## src/rtl/adsq_pkg.sv

```systemverilog
// constants, register map and types of the a/d sequencer control block
// assumes a classic wishbone slave with 32-bit data and byte addresses
package adsq_pkg;

   localparam int ADSQ_RES_BITS = 10;
   localparam int ADSQ_CHANNELS = 12;

   // register byte offsets
   localparam logic [7:0] ADSQ_STATUS_OFS = 8'h00;
   localparam logic [7:0] ADSQ_CTRL_OFS   = 8'h04;
   localparam logic [7:0] ADSQ_DATA_OFS   = 8'h10;

   // status register fields
   localparam int ADSQ_DONE_BIT = 7;
   localparam int ADSQ_IEN_BIT  = 6;
   localparam int ADSQ_RUN_BIT  = 5;
   localparam int ADSQ_SCAN_BIT = 4;

   // control register fields
   localparam int ADSQ_TRG_LSB = 6;
   localparam int ADSQ_SPD_LSB = 2;
   localparam logic [7:0] ADSQ_CTRL_ONES = 8'h33;
   localparam logic [7:0] ADSQ_CTRL_RST  = 8'h33;

   localparam logic [1:0] ADSQ_TRG_SOFT  = 2'h0;
   localparam logic [1:0] ADSQ_TRG_TIMER = 2'h1;
   localparam logic [1:0] ADSQ_TRG_EXT   = 2'h3;

   // conversion times in states; one state is one clock_in cycle
   localparam logic [9:0] ADSQ_T_SINGLE_0 = 10'h212; // 530
   localparam logic [9:0] ADSQ_T_SINGLE_1 = 10'h10a; // 266
   localparam logic [9:0] ADSQ_T_SINGLE_2 = 10'h086; // 134
   localparam logic [9:0] ADSQ_T_SINGLE_3 = 10'h044; // 68
   localparam logic [9:0] ADSQ_T_SCAN_0   = 10'h200; // 512
   localparam logic [9:0] ADSQ_T_SCAN_1   = 10'h100; // 256
   localparam logic [9:0] ADSQ_T_SCAN_2   = 10'h080; // 128
   localparam logic [9:0] ADSQ_T_SCAN_3   = 10'h040; // 64

   typedef enum logic [1:0] {
      ADSQ_IDLE   = 2'b00,
      ADSQ_SETTLE = 2'b01,
      ADSQ_CONV   = 2'b10
   } adsq_state_type;

   // conversion length in states for speed code and first/later flag
   function automatic logic [9:0] adsq_conv_states(input logic [1:0] spd,
                                                  input logic later);
      logic [9:0] t;
      t = ADSQ_T_SINGLE_0;
      unique case (spd)
         2'b00: t = later ? ADSQ_T_SCAN_0 : ADSQ_T_SINGLE_0;
         2'b01: t = later ? ADSQ_T_SCAN_1 : ADSQ_T_SINGLE_1;
         2'b10: t = later ? ADSQ_T_SCAN_2 : ADSQ_T_SINGLE_2;
         2'b11: t = later ? ADSQ_T_SCAN_3 : ADSQ_T_SINGLE_3;
      endcase
      return t;
   endfunction

endpackage

```

## src/rtl/adsq_sar.sv

```systemverilog
// successive-approximation engine: one 10-bit result per start
// assumes comparator_in answers for the trial code of the current cycle
`timescale 1ns/1ps
module adsq_sar #(
   parameter int RES_BITS = 10
) (
   input  wire logic                clock_in,
   input  wire logic                resetn_in,
   input  wire logic                start_in,
   input  wire logic                abort_in,
   input  wire logic                comparator_in,
   output logic [RES_BITS-1:0]      trial_out,
   output logic [RES_BITS-1:0]      result_out,
   output logic                     done_out
);
   import adsq_pkg::*;

   initial begin
      if (RES_BITS < 2 || RES_BITS > 16)
         $error("adsq_sar: RES_BITS out of range");
   end

   logic [RES_BITS-1:0] code_r, code_nxt;
   logic [RES_BITS-1:0] bit_r, bit_nxt;
   logic [RES_BITS-1:0] res_r, res_nxt;
   logic                done_r, done_nxt;

   // one bit decided per cycle, msb first
   always_comb begin
      code_nxt = code_r;
      bit_nxt  = bit_r;
      res_nxt  = res_r;
      done_nxt = 1'b0;
      if (abort_in) begin
         bit_nxt = '0;
      end else if (start_in) begin
         bit_nxt  = {1'b1, {(RES_BITS-1){1'b0}}};
         code_nxt = {1'b1, {(RES_BITS-1){1'b0}}};
      end else if (bit_r != '0) begin
         code_nxt = comparator_in ? code_r : (code_r & ~bit_r);
         code_nxt = code_nxt | (bit_r >> 1);
         bit_nxt  = bit_r >> 1;
         if (bit_r[0]) begin
            res_nxt  = comparator_in ? code_r : (code_r & ~bit_r);
            done_nxt = 1'b1;
         end
      end
   end

   always_ff @(posedge clock_in) begin
      if (!resetn_in) begin
         code_r <= '0;
         bit_r  <= '0;
         res_r  <= '0;
         done_r <= 1'b0;
      end else begin
         code_r <= code_nxt;
         bit_r  <= bit_nxt;
         res_r  <= res_nxt;
         done_r <= done_nxt;
      end
   end

   assign trial_out  = code_r;
   assign result_out = res_r;
   assign done_out   = done_r;

endmodule // adsq_sar

```

## src/rtl/adsq_wb_slave.sv

```systemverilog
// classic wishbone slave handshake: one ack per access, one wait state
// assumes a master that holds the request until it sees ack
`timescale 1ns/1ps
module adsq_wb_slave (
   input  wire logic clock_in,
   input  wire logic resetn_in,
   input  wire logic cyc_in,
   input  wire logic stb_in,
   input  wire logic we_in,
   output logic      wr_fire_out,
   output logic      rd_fire_out,
   output logic      ack_out
);
   import adsq_pkg::*;

   logic ack_r, ack_nxt;

   // ack in the cycle after the request, dropped the cycle after
   always_comb begin
      ack_nxt = cyc_in && stb_in && !ack_r;
   end

   always_ff @(posedge clock_in) begin
      if (!resetn_in)
         ack_r <= 1'b0;
      else
         ack_r <= ack_nxt;
   end

   assign ack_out     = ack_r;
   // writes land at the edge that samples ack
   assign wr_fire_out = ack_r && cyc_in && stb_in && we_in;
   assign rd_fire_out = ack_r && cyc_in && stb_in && !we_in;

endmodule // adsq_wb_slave

```

## src/rtl/adsq_top.sv

```systemverilog
// a/d converter sequencer control: registers, triggers, single/scan runs
// assumes an analog comparator answering the trial code each cycle
//
// Local design decisions: the Wishbone interface to the registers and the placing of the registers.
`timescale 1ns/1ps
module adsq_top #(
   parameter int RES_BITS = 10,
   parameter int SETTLE   = 4
) (
   input  wire logic                 clock_in,
   input  wire logic                 resetn_in,
   input  wire logic                 wb_cyc_in,
   input  wire logic                 wb_stb_in,
   input  wire logic                 wb_we_in,
   input  wire logic [7:0]           wb_adr_in,
   input  wire logic [3:0]           wb_sel_in,
   input  wire logic [31:0]          wb_dat_in,
   output logic [31:0]               wb_dat_out,
   output logic                      wb_ack_out,
   input  wire logic                 timer_trigger_in,
   input  wire logic                 ext_trigger_pin_in,
   input  wire logic                 comparator_in,
   output logic [RES_BITS-1:0]       trial_code_out,
   output logic [3:0]                sample_channel_out,
   output logic                      done_interrupt_out
);
   import adsq_pkg::*;

   initial begin
      if (RES_BITS != ADSQ_RES_BITS)
         $error("adsq_top: only 10-bit results are served");
      if (SETTLE < 1 || SETTLE > 60)
         $error("adsq_top: SETTLE must be 1..60");
   end

   ////////////////////////////////////////////////////////////////////
   // bus slave
   logic wr_fire;

   adsq_wb_slave u_wb (
      .clock_in    (clock_in),
      .resetn_in   (resetn_in),
      .cyc_in      (wb_cyc_in),
      .stb_in      (wb_stb_in),
      .we_in       (wb_we_in),
      .wr_fire_out (wr_fire),
      .rd_fire_out (),
      .ack_out     (wb_ack_out)
   );

   logic wr_stat, wr_ctrl;
   assign wr_stat = wr_fire && wb_adr_in == ADSQ_STATUS_OFS && wb_sel_in[0];
   assign wr_ctrl = wr_fire && wb_adr_in == ADSQ_CTRL_OFS && wb_sel_in[0];

   ////////////////////////////////////////////////////////////////////
   // registers and sequencer state
   logic [7:0]          ctrl_r, ctrl_nxt;
   logic                done_r, done_nxt;
   logic                ien_r, ien_nxt;
   logic                run_r, run_nxt;
   logic                scan_r, scan_nxt;
   logic [3:0]          chsel_r, chsel_nxt;
   logic [3:0]          cur_r, cur_nxt;
   logic                later_r, later_nxt;
   logic [9:0]          cnt_r, cnt_nxt;
   logic                ext_q_r, ext_q_nxt;
   adsq_state_type      st_r, st_nxt;
   logic [RES_BITS-1:0] data_r [ADSQ_CHANNELS];

   logic [1:0] trg, spd;
   assign trg = ctrl_r[ADSQ_TRG_LSB +: 2];
   assign spd = ctrl_r[ADSQ_SPD_LSB +: 2];

   // hardware start sources gated by trigger field
   logic ext_fall, hw_start;
   assign ext_fall = ext_q_r && !ext_trigger_pin_in;
   assign hw_start = (trg == ADSQ_TRG_TIMER && timer_trigger_in) ||
                     (trg == ADSQ_TRG_EXT && ext_fall);

   // the sar engine
   logic                sar_start, sar_abort, sar_done;
   logic [RES_BITS-1:0] sar_result;

   adsq_sar #(.RES_BITS(RES_BITS)) u_sar (
      .clock_in      (clock_in),
      .resetn_in     (resetn_in),
      .start_in      (sar_start),
      .abort_in      (sar_abort),
      .comparator_in (comparator_in),
      .trial_out     (trial_code_out),
      .result_out    (sar_result),
      .done_out      (sar_done)
   );

   // group base and last index
   logic [3:0] first_ch, last_ch;
   assign first_ch = {chsel_r[3:2], 2'b00};
   assign last_ch  = scan_r ? {chsel_r[3:2], chsel_r[1:0]} : chsel_r;

   logic [9:0] conv_len;
   assign conv_len = adsq_conv_states(spd, later_r);

   logic soft_set, soft_clr, result_cycle, go;
   assign soft_set = wr_stat && wb_dat_in[ADSQ_RUN_BIT];
   assign soft_clr = wr_stat && !wb_dat_in[ADSQ_RUN_BIT];
   // conversion ends at the state count; the result is in then
   assign result_cycle = st_r == ADSQ_CONV && cnt_r == 10'h001;
   assign go = !run_r && (soft_set || hw_start);

   // next-state logic of registers and sequencer
   always_comb begin
      ctrl_nxt  = ctrl_r;
      done_nxt  = done_r;
      ien_nxt   = ien_r;
      run_nxt   = run_r;
      scan_nxt  = scan_r;
      chsel_nxt = chsel_r;
      cur_nxt   = cur_r;
      later_nxt = later_r;
      cnt_nxt   = cnt_r;
      st_nxt    = st_r;
      ext_q_nxt = ext_trigger_pin_in;
      sar_start = 1'b0;
      sar_abort = 1'b0;
      // fixed-one bits never stored as anything else
      if (wr_ctrl)
         ctrl_nxt = (wb_dat_in[7:0] & ~ADSQ_CTRL_ONES) | ADSQ_CTRL_ONES;
      if (wr_stat) begin
         // mode, channel and run may change in one write
         ien_nxt   = wb_dat_in[ADSQ_IEN_BIT];
         scan_nxt  = wb_dat_in[ADSQ_SCAN_BIT];
         chsel_nxt = wb_dat_in[3:0];
         run_nxt   = wb_dat_in[ADSQ_RUN_BIT];
         if (!wb_dat_in[ADSQ_DONE_BIT])
            done_nxt = 1'b0;
      end
      if (hw_start)
         run_nxt = 1'b1;
      unique case (st_r)
         ADSQ_IDLE: begin
            if (go) begin
               st_nxt    = ADSQ_SETTLE;
               cnt_nxt   = 10'(SETTLE);
               later_nxt = 1'b0;
               cur_nxt   = (wr_stat ? wb_dat_in[ADSQ_SCAN_BIT] : scan_r)
                         ? {(wr_stat ? wb_dat_in[3:2] : chsel_r[3:2]), 2'b00}
                         : (wr_stat ? wb_dat_in[3:0] : chsel_r);
            end
         end
         ADSQ_SETTLE: begin
            cnt_nxt = cnt_r - 10'h001;
            if (cnt_r == 10'h001) begin
               st_nxt    = ADSQ_CONV;
               sar_start = 1'b1;
               // remaining states after the settle span
               cnt_nxt   = later_r ? conv_len : conv_len - 10'(SETTLE);
            end
         end
         ADSQ_CONV: begin
            cnt_nxt = cnt_r - 10'h001;
            if (result_cycle) begin
               if (!scan_r) begin
                  st_nxt  = ADSQ_IDLE;
                  run_nxt = 1'b0;
               end else begin
                  st_nxt    = ADSQ_CONV;
                  sar_start = 1'b1;
                  later_nxt = 1'b1;
                  cnt_nxt   = adsq_conv_states(spd, 1'b1);
                  cur_nxt   = cur_r == last_ch ? first_ch
                                               : cur_r + 4'h1;
               end
            end
         end
         default: st_nxt = ADSQ_IDLE;
      endcase
      // software clear stops immediately and aborts the engine
      if (run_r && soft_clr && st_r != ADSQ_IDLE) begin
         st_nxt    = ADSQ_IDLE;
         sar_abort = 1'b1;
         sar_start = 1'b0;
         run_nxt   = 1'b0;
      end
      // set only at single end or scan pass end; hardware set wins
      // over a software clear landing in the same cycle
      if (result_cycle && (!scan_r || cur_r == last_ch))
         done_nxt = 1'b1;
   end

   always_ff @(posedge clock_in) begin
      if (!resetn_in) begin
         ctrl_r  <= ADSQ_CTRL_RST;
         done_r  <= 1'b0;
         ien_r   <= 1'b0;
         run_r   <= 1'b0;
         scan_r  <= 1'b0;
         chsel_r <= 4'h0;
         cur_r   <= 4'h0;
         later_r <= 1'b0;
         cnt_r   <= 10'h000;
         st_r    <= ADSQ_IDLE;
         ext_q_r <= 1'b1;
      end else begin
         ctrl_r  <= ctrl_nxt;
         done_r  <= done_nxt;
         ien_r   <= ien_nxt;
         run_r   <= run_nxt;
         scan_r  <= scan_nxt;
         chsel_r <= chsel_nxt;
         cur_r   <= cur_nxt;
         later_r <= later_nxt;
         cnt_r   <= cnt_nxt;
         st_r    <= st_nxt;
         ext_q_r <= ext_q_nxt;
      end
   end

   // per-channel result store, written at each conversion end on inputs 0..11
   always_ff @(posedge clock_in) begin
      if (!resetn_in) begin
         for (int i = 0; i < ADSQ_CHANNELS; i++)
            data_r[i] <= '0;
      end else if (result_cycle && cur_r < 4'(ADSQ_CHANNELS)) begin
         data_r[cur_r] <= sar_result;
      end
   end

   ////////////////////////////////////////////////////////////////////
   // read mux; data words from flip-flops, unmapped reads zero
   logic [31:0] rd_mux, rdat_r;
   always_comb begin
      rd_mux = 32'h0000_0000;
      if (wb_adr_in == ADSQ_STATUS_OFS)
         rd_mux[7:0] = {done_r, ien_r, run_r, scan_r, chsel_r};
      else if (wb_adr_in == ADSQ_CTRL_OFS)
         rd_mux[7:0] = ctrl_r | ADSQ_CTRL_ONES;
      else if (wb_adr_in >= ADSQ_DATA_OFS &&
               wb_adr_in < ADSQ_DATA_OFS + 8'(4 * ADSQ_CHANNELS) &&
               wb_adr_in[1:0] == 2'b00)
         rd_mux[RES_BITS-1:0] = data_r[4'((wb_adr_in - ADSQ_DATA_OFS) >> 2)];
   end

   always_ff @(posedge clock_in) begin
      if (!resetn_in)
         rdat_r <= 32'h0000_0000;
      else
         rdat_r <= rd_mux;
   end

   assign wb_dat_out         = rdat_r;
   assign sample_channel_out = cur_r;
   assign done_interrupt_out = done_r && ien_r;

   ////////////////////////////////////////////////////////////////////
   // assertions
   a_single_clears_run: assert property (@(posedge clock_in)
      disable iff (!resetn_in)
      (result_cycle && !scan_r && !soft_clr) |=> (!run_r && st_r == ADSQ_IDLE))
      else $error("single conversion did not clear run bit");
   a_run_during_conv: assert property (@(posedge clock_in)
      disable iff (!resetn_in)
      (st_r != ADSQ_IDLE) |-> run_r)
      else $error("run bit low during conversion");
   a_ctrl_ones_read: assert property (@(posedge clock_in)
      disable iff (!resetn_in)
      (ctrl_r & ADSQ_CTRL_ONES) == ADSQ_CTRL_ONES)
      else $error("reserved control bits not one");
   a_done_on_pass: assert property (@(posedge clock_in)
      disable iff (!resetn_in)
      (result_cycle && (!scan_r || cur_r == last_ch)) |=> done_r)
      else $error("done flag not set at pass end");
   a_irq_on_single: assert property (@(posedge clock_in)
      disable iff (!resetn_in)
      (result_cycle && !scan_r && ien_r && !wr_stat) |=> done_interrupt_out)
      else $error("single completion raised no interrupt");
   a_scan_wraps: assert property (@(posedge clock_in)
      disable iff (!resetn_in)
      (result_cycle && scan_r && cur_r == last_ch && !soft_clr)
         |=> (cur_r == first_ch && st_r == ADSQ_CONV))
      else $error("scan did not restart at group start");
   a_ext_start: assert property (@(posedge clock_in)
      disable iff (!resetn_in)
      (trg == ADSQ_TRG_EXT && ext_fall) |=> run_r)
      else $error("external falling edge did not set run");
   a_stop_idle: assert property (@(posedge clock_in)
      disable iff (!resetn_in)
      (soft_clr && run_r) |=> (st_r == ADSQ_IDLE && !run_r))
      else $error("clearing run did not stop");
   a_soft_only_idle: assert property (@(posedge clock_in)
      disable iff (!resetn_in)
      (st_r == ADSQ_IDLE && !wr_stat && trg != ADSQ_TRG_TIMER &&
       trg != ADSQ_TRG_EXT) |=> (st_r == ADSQ_IDLE))
      else $error("hardware trigger started while not selected");
   a_scan_later_len: assert property (@(posedge clock_in)
      disable iff (!resetn_in)
      (result_cycle && scan_r && !soft_clr && !wr_ctrl)
         |=> (cnt_r == (ADSQ_T_SCAN_0 >> spd)))
      else $error("later scan conversion length wrong");
   a_data_stored: assert property (@(posedge clock_in)
      disable iff (!resetn_in)
      (result_cycle && cur_r < 4'(ADSQ_CHANNELS))
         |=> (data_r[$past(cur_r)] == $past(sar_result)))
      else $error("result not stored under its channel");
   a_scan_first_ch: assert property (@(posedge clock_in)
      disable iff (!resetn_in)
      (go && wr_stat && wb_dat_in[ADSQ_SCAN_BIT]) |=> (cur_r == first_ch))
      else $error("scan did not begin at group start");

endmodule // adsq_top

```

## config.mk

```make
export PLATFORM = sky130hd
export DESIGN_NAME = adsq_top
export DESIGN_NICKNAME = d
export VERILOG_FILES = /design/src/rtl/adsq_pkg.sv /design/src/rtl/adsq_sar.sv /design/src/rtl/adsq_wb_slave.sv /design/src/rtl/adsq_top.sv
export SDC_FILE = /design/constraint.sdc
export NUM_CORES = 1
export LEC_CHECK = 0
export BUFFER_PORTS_ARGS = -buffer_cell sky130_fd_sc_hd__buf_2
export CORE_MARGIN = 5
export CORE_UTILIZATION = 35
export CTS_CLUSTER_DIAMETER = 50
export CTS_CLUSTER_SIZE = 25
export DETAILED_ROUTE_END_ITERATION = 6
export GPL_ROUTABILITY_DRIVEN = 0
export HOLD_SLACK_MARGIN = 0.1
export PLACE_DENSITY_LB_ADDON = 0.3
export RECOVER_POWER = 50
export SYNTH_ARGS = -nofsm -noshare
export SYNTH_HDL_FRONTEND = slang
export SYNTH_SLANG_ARGS = --single-unit
```

## constraint.sdc

```tcl
create_clock -name clock_in -period 7.75 [get_ports clock_in]
set_input_delay 0.775 -clock clock_in [delete_from_list [all_inputs] [get_ports clock_in]]
set_output_delay 0.775 -clock clock_in [all_outputs]
set_load 0.05 [all_outputs]
```

==> impl_metrics.csv <==
group,metric,value,unit
timing,fin_skew,0.0175,ns
synth,syn_inst,863,
worst_setup_path,crit_family,"buffers and inverters",
clocking,path_clk_slew,0.06,ns
drt,final_antenna_net_count,0,
grt,grt_pass1_wl,40.5,mm
floorplanning,fp.dieH,187,microns
synth,synth_edf_count,160,
synth,synth_common_cells,"edfxtp_1 (160), and3_1 (115), dfxtp_1 (71), nand2_1 (68), mux4_2 (44)",
min_path,hold_class,"input pin to flip-flop",
clocking,cts.path.max_buffers,3,
synth,synth-seq-cells,231,
floorplanning,coreArea,30700,sq um
timing,layout_min_cycle_time,5.08,ns
grt,grt_usage,14.3,%
timing,relSlewSlack,-71.4,%
drt,wl_per_cell,19.0,microns
final_layout,final_core_util,40.2,%
drt,drt_iter0_markers,508,
grt,antenna_found_initial,0,
pwr,p_seq_share,47.9,%
timing,final_hold_viol_count,0,
synth,ys_seq_area_share,57.0,%
worst_setup_path,crit_path_end_kind,"flip-flop",
timing,setup_viol,0,
run,cap_viol_max_count,4,
drt,drt_drc_violations_left,0,
outcome,status,"complete, but fails checks",
synth,synth_cell_types,64,
worst_setup_path,critPathArrivalTime,5.23,ns
synth,postSynthAreaPerCell,12.6,sq um
clocking,cts-resized-gates,0,
pwr,vdd_drop_max,0.185,mV
worst_setup_path,cp_num_buf_inv,3,
clocking,clock_latency,0.53,ns
worst_setup_path,cp_slowest_stage_delay,1.81,ns
placed_design,port_buffers,50,
synth,synth_area,10900,sq um
synth,synth_top_area_share,44.0,%
timing,worst_pin_slew,2.57,ns
clocking,cts-htree-levels,1,
final_layout,n_antenna_cell,0,
worst_setup_path,cp_slowest_cell,"clkbuf_1",
placed_design,dp_hpwl,15.7,mm
drt,vias_per_cell,5.22,
drt,num_vias,6997,
synth,ys_warn_count,0,
synth,yosysTopAreaCell,"edfxtp_1",
grt,grt_overflow_total,0,
final_layout,layout-drive-gt1-share,16.2,%
final_layout,fin_nets,989,
pwr,pwr-share-clk,46.6,%
drt,dr.pass1.iters,5,
timing,final_max_slew_viol_count,183,
worst_setup_path,required,7.90,ns
pwr,p_leak,4.87,nW
floorplanning,die_area,34800,sq um
worst_setup_path,path_class,"input pin to flip-flop",
synth,synth_most_common_cell,"edfxtp_1",
final_layout,fillCellCount,2899,
floorplanning,ios,100,
timing,period_share,65.6,%
floorplanning,rows,64,
floorplanning,initial_core_util,35.6,%
final_layout,syn_to_final_growth,12.9,%
pwr,p_int,2.20,mW
drt,wirelength,25.5,mm
timing,fmax,197,MHz
worst_setup_path,path_cells,"buf_2 -> clkbuf_1 -> nand2b_1 -> nor3_1 -> clkbuf_1 -> nand2_1 -> nand2_1",
clocking,cts-root-buf,"clkbuf_16",
clocking,ctsHoldBuffers,0,
synth,async_reset_ff_share,0,%
clocking,cts_setup_buffers,0,
timing,fin_tns_setup,0,ns
timing,rsz0062_at_grt,"false",
floorplanning,die_x,187,microns
clocking,cts_buffers,26,
worst_setup_path,crit_fanout,47,
pwr,switching_power,641,uW
pwr,comb_power_share,5.5,%
pwr,power_density,231,nW/um^2
synth,synth_flop_cell,"edfxtp_1",
synth,synthTopCellsByArea,"edfxtp_1 (44%), dfxtp_1 (13%), mux4_2 (9.1%), and3_1 (6.6%), mux2i_1 (2.6%)",
worst_setup_path,start_kind,"input pin",
clocking,cts_tree,"built",
grt,grt_max_degree,48,
pwr,switching_share,22.5,%
clocking,clkSinkCount,231,
grt,grt_pass1_vias,7111,
outcome,failed_checks,"capacitance limit, slew limit",
-- state kept, by name, summed over array words and instances (netlist names) --
register / count
scan_r: 1
wb_dat_out: 10
u_sar.bit_r: 10
u_sar.trial_out: 10
ctrl_r: 4
u_sar.result_out: 10
done_r: 1
ien_r: 1
cnt_r: 10
st_r: 2
later_r: 1
chsel_r: 4
sample_channel_out: 4
u_wb.ack_out: 1
data_r: 160
ext_q_r: 1
run_r: 1
-- kinds of logic (layout without fill, tap and decap cells) --
| family | count (synthesis) | after routing | share of synthesized area [%] |
|---|---|---|---|
| buf+inv | 110 | 130 | 5.65 |
| compound gates | 103 | 103 | 6.36 |
| mux | 77 | 77 | 12.2 |
| simple gates | 320 | 320 | 16.6 |
| other cells | 1 | 62 | 0.0344 |
| xor+xnor | 8 | 8 | 0.642 |
| flops | 231 | 231 | 57.0 |
| fa+ha+maj | 13 | 13 | 1.49 |
-- power by group through the flow --
stage	logic [mW]	clock network (mW)	registers (mW)
after floorplan	0.123	0	1.39
after global placement	0.158	0	1.39
after detailed placement	0.159	0	1.39
after CTS	0.159	1.35	1.36
after global routing	0.168	1.41	1.37
final	0.156	1.33	1.36
-- path summary, 6_finish.rpt --
kind,slack [ns],end,depth (start not counted),from
max,2.67,data_r[8][6],7,resetn_in
min reg2reg,0.47,u_wb.ack_out,1,u_wb.ack_out
min,0.45,ext_q_r,2,ext_trigger_pin_in
max reg2reg,3.55,data_r[6][8],8,cnt_r[1]
-- cell type report --
cell class                 instances  area [sq um]  area share [%]
clock inverter                    18           243            1.97
sequential                       231          6230            50.5
multi-input combinational        583          4290            34.8
tap                              396           495            4.02
inverter                          21          78.8           0.640
timing repair buffer              61           288            2.34
clock buffer                      30           697            5.66
-- routing by layer --
| metal | global-route usage, % | wire, microns |
|---|---|---|
| met1 | 19.7 | 11600 |
| met2 | 23.5 | 12100 |
| met3 | 2.34 | 1230 |
| met4 | 3.87 | 542 |
| met5 | 0 | 0 |
-- metrics by stage --
step / hold WS, ns / instance area [sq um] / worst slack [ns] / instances / power, mW
final: 0.448 / 12300 / 2.67 / 1340 / 2.85
after global routing: 0.430 / 12300 / 2.25 / 1340 / 2.94
after CTS: 0.425 / 12400 / 4.44 / 1340 / 2.88
after floorplan: 0.445 / 11100 / 4.93 / 924 / 1.51
after global placement: 0.454 / 11400 / 4.07 / 1292 / 1.55
after detailed placement: 0.459 / 11400 / 4.07 / 1292 / 1.55
-- placed cells by master, fill, tap and decap left out, drive strengths merged, types with 6 or more instances in the layout --
| master | netlist | routed |
|---|---|---|
| a21oi | 31 | 31 |
| a311oi | 8 | 8 |
| and2 | 13 | 13 |
| and3 | 123 | 123 |
| buf | 52 | 31 |
| clkbuf | 36 | 60 |
| clkinv | 1 | 7 |
| conb | 1 | 62 |
| dfxtp | 71 | 71 |
| edfxtp | 160 | 160 |
| ha | 13 | 13 |
| inv | 20 | 26 |
| mux2i | 28 | 28 |
| mux4 | 44 | 44 |
| nand2 | 68 | 68 |
| nand2b | 15 | 15 |
| nand3 | 23 | 23 |
| nor2 | 31 | 31 |
| nor3 | 12 | 12 |
| nor4 | 10 | 10 |
| o211ai | 7 | 7 |
| o21ai | 18 | 18 |
| o22ai | 6 | 6 |
| o2bb2ai | 6 | 6 |
| o31ai | 6 | 6 |
| or3 | 6 | 6 |
Note: power is estimated with default switching activity, not from simulation.
